### config.mk
export PLATFORM = sky130hd
export DESIGN_NAME = idmd_decoder
export DESIGN_NICKNAME = d
export VERILOG_FILES = /design/src/design/idmd_decoder.v /design/src/design/idmd_ram.v
export VERILOG_INCLUDE_DIRS = /design/src /design/src/design
export SDC_FILE = /design/constraint.sdc
export NUM_CORES = 2
export LEC_CHECK = 0
export ABC_AREA = 1
export BUFFER_PORTS_ARGS = -buffer_cell sky130_fd_sc_hd__clkbuf_2
export CAP_MARGIN = 20
export CORE_ASPECT_RATIO = 0.8
export CORE_MARGIN = 8
export CORE_UTILIZATION = 50
export CTS_CLUSTER_DIAMETER = 60
export DETAILED_ROUTE_END_ITERATION = 16
export PLACE_DENSITY = 0.71
export SYNTH_ARGS = -nofsm -noshare
export SYNTH_HDL_FRONTEND = slang
export SYNTH_SLANG_ARGS = --single-unit
export TNS_END_PERCENT = 20
### constraint.sdc
create_clock -name clk_sys -period 6.75 [get_ports clk_sys]
set_input_delay 0.3375 -clock clk_sys [delete_from_list [all_inputs] [get_ports clk_sys]]
set_output_delay 0.3375 -clock clk_sys [all_outputs]
set_load 0.02 [all_outputs]
### src/design/idmd_consts.vh
// Purpose: Constants for the internal data memory decoder.
// Assumes: 8-bit data space addresses, byte-wide data.
// Notes:   Included by the decoder and its memory.
`ifndef IDMD_CONSTS_VH
`define IDMD_CONSTS_VH
`define IDMD_RAM_DEPTH      256
`define IDMD_RAM_AW         8
`define IDMD_DW             8
`define IDMD_SFS_AW         7
`define IDMD_UPPER_BIT      7
`define IDMD_BANK_MSB       4
`define IDMD_REG_TOP        8'h1F
`define IDMD_BIT_BASE       8'h20
`define IDMD_BIT_TOP        8'h2F
`define IDMD_BITADDR_TOP    8'h7F
`define IDMD_BIT_BASE_IDX   4'h4
`define IDMD_BANK_W         2
`define IDMD_REGNUM_W       3
`define IDMD_BITPOS_W       3
`define IDMD_BITIDX_LSB     3
`define IDMD_ZERO_BYTE      8'h00
`define IDMD_ZERO_POS       3'h0
`define IDMD_ST_W           2
`define IDMD_ST_IDLE        2'h1
`define IDMD_ST_MERGE       2'h2
`define IDMD_PROG_AW        14
`define IDMD_SECTOR_AW      5
`define IDMD_SECTOR_OFF_AW  9
`endif

### src/design/idmd_decoder.v
// Purpose: Decode core accesses to internal RAM, special function space and register banks.
// Assumes: The core holds each request for one cycle and reads data one cycle later.
// Notes:   Program store sector numbers are derived for the flash controller.
`timescale 1ns/1ps
`default_nettype none
`include "idmd_consts.vh"
module idmd_decoder
(
  input  wire                           clk_sys,
  input  wire                           rst_b,
  input  wire                           req,
  input  wire                           req_write,
  input  wire                           req_indirect,
  input  wire                           req_bit,
  input  wire                           req_reg,
  input  wire [`IDMD_BANK_W-1:0]        reg_bank,
  input  wire [`IDMD_REGNUM_W-1:0]      reg_num,
  input  wire [`IDMD_RAM_AW-1:0]        req_addr,
  input  wire [`IDMD_DW-1:0]            req_wdata,
  input  wire                           req_bit_value,
  input  wire [`IDMD_PROG_AW-1:0]       prog_addr,
  output wire                           sfs_req,
  output wire                           sfs_write,
  output wire [`IDMD_SFS_AW-1:0]        sfs_addr,
  output wire [`IDMD_DW-1:0]            sfs_wdata,
  input  wire [`IDMD_DW-1:0]            sfs_rdata,
  output reg  [`IDMD_DW-1:0]            rd_data,
  output reg                            rd_bit,
  output reg                            rd_valid,
  output wire                           bit_addr_err,
  output wire [`IDMD_SECTOR_AW-1:0]     prog_sector,
  output wire [`IDMD_SECTOR_OFF_AW-1:0] prog_sector_off
);

  ////////////////////////////////////////////////////////////////////////
  // Bit write sequencer states.
  ////////////////////////////////////////////////////////////////////////
  localparam [`IDMD_ST_W-1:0] ST_IDLE  = `IDMD_ST_IDLE;
  localparam [`IDMD_ST_W-1:0] ST_MERGE = `IDMD_ST_MERGE;

  ////////////////////////////////////////////////////////////////////////
  // Address arithmetic.
  ////////////////////////////////////////////////////////////////////////
  // Register bank and number give a byte in the first 32 bytes.
  function [`IDMD_RAM_AW-1:0] reg_byte;
    input [`IDMD_BANK_W-1:0]   bank;
    input [`IDMD_REGNUM_W-1:0] num;
    begin
      reg_byte = {{(`IDMD_RAM_AW-`IDMD_BANK_W-`IDMD_REGNUM_W){1'h0}}, bank, num};
    end
  endfunction

  // A bit address selects one byte above the register banks.
  function [`IDMD_RAM_AW-1:0] bit_byte;
    input [`IDMD_RAM_AW-1:0] baddr;
    begin
      bit_byte = `IDMD_BIT_BASE + {{`IDMD_BITIDX_LSB{1'h0}}, baddr[`IDMD_RAM_AW-1:`IDMD_BITIDX_LSB]};
    end
  endfunction

  // A bit address is legal only up to the last bit of the bit-addressable bytes.
  function bit_legal;
    input [`IDMD_RAM_AW-1:0] baddr;
    begin
      bit_legal = (baddr <= `IDMD_BITADDR_TOP);
    end
  endfunction

  ////////////////////////////////////////////////////////////////////////
  // Target decode.
  ////////////////////////////////////////////////////////////////////////
  reg  [`IDMD_ST_W-1:0]   state;
  reg  [`IDMD_ST_W-1:0]   next_state;
  wire                    merging;
  wire                    bit_ok;
  wire                    upper;
  wire                    to_sfs;
  wire                    to_ram;
  wire                    bit_wr;
  wire [`IDMD_RAM_AW-1:0] ram_addr;

  // Only direct byte accesses to the upper half leave the RAM.
  assign merging  = (state == ST_MERGE);
  assign bit_ok   = bit_legal(req_addr);
  assign upper    = req_addr[`IDMD_UPPER_BIT];
  assign to_sfs   = req & ~req_reg & ~req_bit & ~req_indirect & upper;
  assign to_ram   = req & ~to_sfs & (~req_bit | bit_ok);
  assign bit_wr   = to_ram & req_bit & req_write & ~merging;
  assign ram_addr = req_reg ? reg_byte(reg_bank, reg_num)
                  : (req_bit ? bit_byte(req_addr) : req_addr);

  assign sfs_req      = to_sfs;
  assign sfs_write    = to_sfs & req_write;
  assign sfs_addr     = req_addr[`IDMD_SFS_AW-1:0];
  assign sfs_wdata    = req_wdata;
  assign bit_addr_err = req & req_bit & ~bit_ok;

  ////////////////////////////////////////////////////////////////////////
  // Bit writes read the byte first, then write it back merged.
  ////////////////////////////////////////////////////////////////////////
  // A bit write holds the RAM port for one more cycle.
  always @*
  begin
    next_state = state;
    case (state)
      ST_IDLE:
      begin
        if (bit_wr)
        begin
          next_state = ST_MERGE;
        end
      end
      ST_MERGE:
      begin
        next_state = ST_IDLE;
      end
      default:
      begin
        next_state = ST_IDLE;
      end
    endcase
  end

  reg  [`IDMD_RAM_AW-1:0]   rmw_addr;
  reg  [`IDMD_BITPOS_W-1:0] rmw_pos;
  reg                       rmw_val;
  wire [`IDMD_DW-1:0]       ram_rdata;
  reg  [`IDMD_DW-1:0]       merged;
  wire                      ram_we;
  wire [`IDMD_RAM_AW-1:0]   ram_a;
  wire [`IDMD_DW-1:0]       ram_wd;

  // The new bit replaces one bit of the byte read in the cycle before.
  always @*
  begin
    merged          = ram_rdata;
    merged[rmw_pos] = rmw_val;
  end

  assign ram_we = merging | (to_ram & req_write & ~req_bit);
  assign ram_a  = merging ? rmw_addr : ram_addr;
  assign ram_wd = merging ? merged : req_wdata;

  idmd_ram u_ram
  (
    .clk_sys (clk_sys),
    .we      (ram_we),
    .addr    (ram_a),
    .wdata   (ram_wd),
    .rdata   (ram_rdata)
  );

  ////////////////////////////////////////////////////////////////////////
  // Sequencer state and read return registers.
  ////////////////////////////////////////////////////////////////////////
  reg                       pend_rd;
  reg                       pend_sfs;
  reg                       pend_bit;
  reg  [`IDMD_BITPOS_W-1:0] pend_pos;
  reg  [`IDMD_DW-1:0]       sfs_hold;

  // A read in the merge cycle is dropped, since the RAM port is busy then.
  always @(posedge clk_sys or negedge rst_b)
  begin
    if (!rst_b)
    begin
      state    <= ST_IDLE;
      rmw_addr <= `IDMD_ZERO_BYTE;
      rmw_pos  <= `IDMD_ZERO_POS;
      rmw_val  <= 1'h0;
      pend_rd  <= 1'h0;
      pend_sfs <= 1'h0;
      pend_bit <= 1'h0;
      pend_pos <= `IDMD_ZERO_POS;
      sfs_hold <= `IDMD_ZERO_BYTE;
    end
    else
    begin
      state    <= next_state;
      rmw_addr <= ram_addr;
      rmw_pos  <= req_addr[`IDMD_BITPOS_W-1:0];
      rmw_val  <= req_bit_value;
      pend_rd  <= req & ~req_write & ~merging & ~bit_addr_err;
      pend_sfs <= to_sfs;
      pend_bit <= req_bit;
      pend_pos <= req_addr[`IDMD_BITPOS_W-1:0];
      sfs_hold <= sfs_rdata;
    end
  end

  ////////////////////////////////////////////////////////////////////////
  // Read data return.
  ////////////////////////////////////////////////////////////////////////
  // The answer stands for exactly the cycle after the request.
  always @*
  begin
    rd_data  = pend_sfs ? sfs_hold : ram_rdata;
    rd_valid = pend_rd;
    rd_bit   = 1'h0;
    if (pend_bit)
    begin
      rd_bit = rd_data[pend_pos];
    end
  end

  ////////////////////////////////////////////////////////////////////////
  // Program store sector split.
  ////////////////////////////////////////////////////////////////////////
  // The sector number is the address above the offset bits of a sector.
  assign prog_sector     = prog_addr[`IDMD_PROG_AW-1:`IDMD_SECTOR_OFF_AW];
  assign prog_sector_off = prog_addr[`IDMD_SECTOR_OFF_AW-1:0];
endmodule
`default_nettype wire

### src/design/idmd_ram.v
// Purpose: Byte-wide single-port data RAM with registered read data.
// Assumes: One access per cycle; write and read share one address.
// Notes:   Read data appear one cycle after the request.
`timescale 1ns/1ps
`default_nettype none
`include "idmd_consts.vh"
module idmd_ram
(
  input  wire                        clk_sys,
  input  wire                        we,
  input  wire [`IDMD_RAM_AW-1:0]     addr,
  input  wire [`IDMD_DW-1:0]         wdata,
  output reg  [`IDMD_DW-1:0]         rdata
);
  reg [`IDMD_DW-1:0] mem [0:`IDMD_RAM_DEPTH-1];

  always @(posedge clk_sys)
  begin
    if (we)
    begin
      mem[addr] <= wdata;
    end
    rdata <= mem[addr];
  end
endmodule
`default_nettype wire

Word-level counts from Yosys, hierarchy flattened
Memory sizes are Yosys's and may differ from the RTL's. A register that Yosys moved wholly into a read port is not among the register bits.
Index checks and enable logic that the tools add are counted.
Operators by class
  $add $sub $neg: 1
  $lt $le $gt $ge: 3
  equal/unequal tests: 3
  muxes and demuxes: 15
  bitwise gates (word level): 27
  reduce and logical (&&, ||, !) cells: 1
Operators by type and width (number)
  2-to-1 mux 8 bit: 5
  AND 1 bit: 17
  bitwise mux 8 bit: 1
  less-or-equal comparator 8 x 7 -> 1 bit (second input constant): 1
  inverter 1 bit: 8
  adder 6 x 5 -> 7 bit (first input constant): 1
  2-to-1 mux 1 bit: 5
  less-than comparator 3 x 4 -> 1 bit (second input constant): 1
  2-to-1 mux 2 bit: 2
  binary-select mux 1 bit (select 3 bit): 1
  demux 1 bit (select 3 bit): 1
  >= comparator 3 x 1 -> 1 bit (second input constant): 1
  equality test 2 x 1 -> 1 bit (second input constant): 1
  equality test 2 bit (second input constant): 1
  inequality test 2 bit (second input constant): 1
  OR 1 bit: 2
  logical AND 1 bit: 1
Word-level totals
  flip-flop bits (word level): 25
  memory bits (writable): 2048
  input port bits: 51
  output and inout port bits: 42
  word-level logic and storage cells: 59
  memories: 1
Memory list
  u_ram.mem: words 256, bits a word 8, read ports 1, clocked after memory_dff 1, wr ports 1, RTL line idmd_ram.v:15  | reg [`IDMD_DW-1:0] mem [0:`IDMD_RAM_DEPTH-1];

Logic depth before layout (Yosys ltp)
  depth after elaboration: 13
  depth in mapped cells: 20
  mapped depth without buffers: 17

Modules after synthesis
A second synthesis with hierarchy kept.
Unflattened totals
  cells, all modules: 8241
  area total of the unflattened synthesis: 86524.2 sq um
Modules (own cells, without submodules)
  idmd_ram: times used 1, cells each 8021, area each 84856.4 sq um, sequential area each 61659.1 sq um
  idmd_decoder: times used 1, cells each 220, area each 1667.8 sq um, sequential area each 626.9 sq um

Least setup slack after synthesis
OpenSTA, ideal clock, no wires.
  path kind: register to register
  from: register state[0]
  to: memory u_ram.mem[0][0] (netlist bit), data pin
  library setup time: 821 ps
  arrival time: 4138 ps
  required time: 5929 ps
  setup slack: 1791 ps
  stages on the path, launching flop included: 7
  path buffers: 2
  period minus slack after synthesis: 4959 ps
  cell sequence: dfstp_2 > inv_2 > nand2_1 > buf_2 > buf_2 > nand2_1 > nand2_1
Between the ends
  cells in the longest elaborated chain, start to end: 2
RTL lines
  start: declaration: RTL line idmd_decoder.v:72  | reg [`IDMD_ST_W-1:0] state;
  start signal: assignment: RTL line idmd_decoder.v:179  | state <= next_state;
  equality test 2 bit: RTL line idmd_decoder.v:83  | assign merging = (state == ST_MERGE);
  2-to-1 mux 8 bit: RTL line idmd_decoder.v:142  | assign ram_wd = merging ? merged : req_wdata;
  named net ram_wd[0]: RTL line idmd_decoder.v:131  | wire [`IDMD_DW-1:0] ram_wd;
  end: declaration: RTL line idmd_ram.v:15
The timed path passes the listed nets, and every way through them passes these cells.

Worst setup path in the final report
  from: register state[0]
  to: register u_ram.rdata[2] (read register of u_ram.mem)
Between the ends
  cells in the longest elaborated chain, start to end: 2
RTL lines
  equality test 2 bit: RTL line idmd_decoder.v:83
  2-to-1 mux 8 bit: RTL line idmd_decoder.v:141  | assign ram_a = merging ? rmw_addr : ram_addr;
  end: declaration: RTL line idmd_ram.v:13  | output reg [`IDMD_DW-1:0] rdata
Every way passes these cells.
A chain may end at the register's enable or synchronous reset.

==> results.toml <==
[worst_setup_path]
path_class = "reg -> reg"
path_max_fanout = 187
critPathCaptureType = "register"
slowest_delay_ns = 0.66
critPathBufInv = 3
crit_arrival_ns = 6.26
reg2reg_slack_ns = 1.19
cp_slowest_cell = "nand2_1"
startpoint_type = "register"
crit_top_cell = "nand2_1"
rr_worst_depth = 18
path_depth = 18
critPathTopFamily = "simple AND/OR/NAND/NOR gates"
critical_path_required_ns = 7.45
crit_chain = "inv_2 > nand2_1 > inv_2 > nand2_4 > nand2_4 > buf_12 > nand2_1 > nand2_1 > nand2_1 > nand2_1 > nand2_1 > nand2_1 > o21ai_1 > nand2_1 > nor2_1 > nor2_1 > nor2_1 > nand2_1"

[pwr]
p_seq_share_pct = 52.1
intPower_mw = 20.7
power.density_mw_per_mm2 = 283
comb_power_share_pct = 9.5
power_leakage_nw = 39.5
sw_frac_of_total_pct = 24.7
pwr-share-clk_pct = 38.5
p_switching_mw = 6.78
vdd_drop_max_mv = 0.301

[floorplan]
coreArea_mm2 = 0.176
pin_count = 93
die_height_um = 392
num_rows = 138
die-width_um = 486
dieArea_mm2 = 0.191
start_util_pct = 50.2

[final_layout]
fin_nets = 8651
area_growth_syn_to_layout_pct = 9.67
final_cells = 11152
final_util_pct = 55.0
drive_gt1_share_pct = 5.16
final_common_cell = "nand2_1"
final_cell_mix = "5155 x nand2_1, 2048 x edfxtp_1, 364 x nor2_1, 358 x nand3_1, 199 x clkbuf_16"

[yosys]
synth_cell_types = 30
syn-cell-area_mm2 = 0.0885
synth_fp_nets = 8781
netlist_instances = 8730
ys_warn_count = 0
ys_seq_area_share_pct = 70.4
synth-seq-cells = 2081
syn_avg_cell_area_um2 = 10.1

[worst_hold_path]
hold_class = "in -> reg"
hold_depth = 2

[sta]
worstMarginPinSlew_ns = 1.38
fin_skew_ns = 0.0480
min_period_over_period_pct = 82.4
slew_violations = 0
rsz0062_at_grt = "no"
period_minus_slack_ns = 5.56
setup_viol = 0
clock.fmax_mhz = 180
fin_setup_tns_ns = 0
timing_hold_violations_final = 0
slew_headroom_pct = 8.09

[route]
drt_pre_antenna_iters = 7
drt_wl_total_um = 237000
drc = 0
wl_per_cell_um = 21.3
routed_via_density = 5.50
vias = 61344
drtIter0Drc = 8321
ant_nets = 0

[global_routing]
grt_max_degree = 208
grt_use_met3_pct = 5.59
first_global_vias = 58149
grt_antenna_before_repair = 11
grt_first_pass_wirelength_um = 357000
grt_util_all_layers_pct = 24.2
met1_usage_pct = 34.3
gr-max-usage-layer = "met2"
overflow = 0
grt_use_met2_pct = 37.3

[outcome]
status = "finished, final reports clean"

[clocking]
path_clk_slew_ns = 0.06
cts_buffer_depth = 3
cts_tree = "yes"
clock-root-buffer = "clkbuf_16"
clkSinkCount = 2081
ctsResizeCount = 0
numCtsBuffers = 192
clk_latency_ns = 0.84
h-tree-depth = 4
cts_setup_buffers = 0

[place]
io_buffers = 64
gp_congestion = 0.897
placedCellCount = 10741
hpwl_um = 131000

[job]
cap_violations = 0
through the flow:
step	instance area, um2	worst slack, ns	hold WS (ns)	power, mW
after detailed placement	90500	1.48	0.378	17.1
after floorplan	88500	1.79	0.0419	16.2
after global routing	97000	1.08	0.125	28.2
final	97000	1.19	0.154	27.4
after CTS	96900	1.46	0.0820	27.5
after global placement	90400	1.52	0.361	17.1
final cells by class:
type                            count  area, um2
Clock buffer                      252       5250
Sequential cell                  2081      62300
Fill cell                       14661      79300
Timing Repair Buffer              189       1680
Clock inverter                    100        790
Multi-Input combinational cell   6084      23800
Antenna cell                       14       35.0
Tap cell                         2380       2980
Inverter                           52        198
power groups by stage:
stage | clock network (mW) | registers [mW] | logic, mW
2_1_floorplan | 0 | 14.6 | 1.65
3_3_place_gp | 0 | 14.6 | 2.49
3_5_place_dp | 0 | 14.6 | 2.51
4_1_cts | 10.6 | 14.3 | 2.54
5_1_grt | 11.1 | 14.3 | 2.83
6_report | 10.6 | 14.3 | 2.59
metal layers:
metal  wire length [um]  vias to the layer above
li1                   -                    28294
met5                121                        -
met3              25700                      465
met4               7610                       12
met1              97000                    29311
met2             107000                     3262
synthesized netlist by cell type, drive strengths merged:
cell type / n / area (um2)
nor4: 2 / 12.5
a22oi: 4 / 30.0
nand4: 10 / 62.6
buf: 309 / 1580
nor3: 9 / 45.0
nand3: 360 / 1810
dfxtp: 8 / 160
a21oi: 5 / 25.0
clkbuf: 204 / 766
o211ai: 8 / 60.1
nand2: 5173 / 19400
inv: 52 / 195
and2: 1 / 6.26
o21ai: 130 / 654
dfstp: 1 / 26.3
a41oi: 1 / 8.76
or2: 3 / 18.8
dfrtp: 24 / 601
edfxtp: 2048 / 61500
mux2: 8 / 90.1
nor2: 370 / 1400
path summary, 6_finish.rpt:
kind                         startpoint             end
max in group asynchronous         rst_b     rmw_addr[3]
max                            state[0]  u_ram.rdata[2]
min in group asynchronous         rst_b         rmw_val
min                        sfs_rdata[1]     sfs_hold[1]
max reg2reg                    state[0]  u_ram.rdata[2]
min reg2reg                    state[1]        state[1]
cells by family after synthesis:
family / synth area share (%)
buffers and inverters: 2.87
AO/OA/AOI/OAI: 0.880
AND/OR/NAND/NOR: 25.7
flip-flops: 70.4
multiplexers: 0.102
sequential cells by signal (all words and copies together) (netlist names), 2 cells and up:
| name | cells |
|---|---|
| sfs_hold | 8 |
| rmw_addr | 8 |
| state | 2 |
| pend_pos | 3 |
| u_ram.mem | 2048 |
| u_ram.rdata | 8 |
repair_timing:
action | 4_1_cts | 5_1_grt
hold endpoints to repair | 50 | 0
setup endpoints to repair | 0 | 0
hold buffers | 42 | 0
No activity file was read; power rests on OpenSTA's default activity.
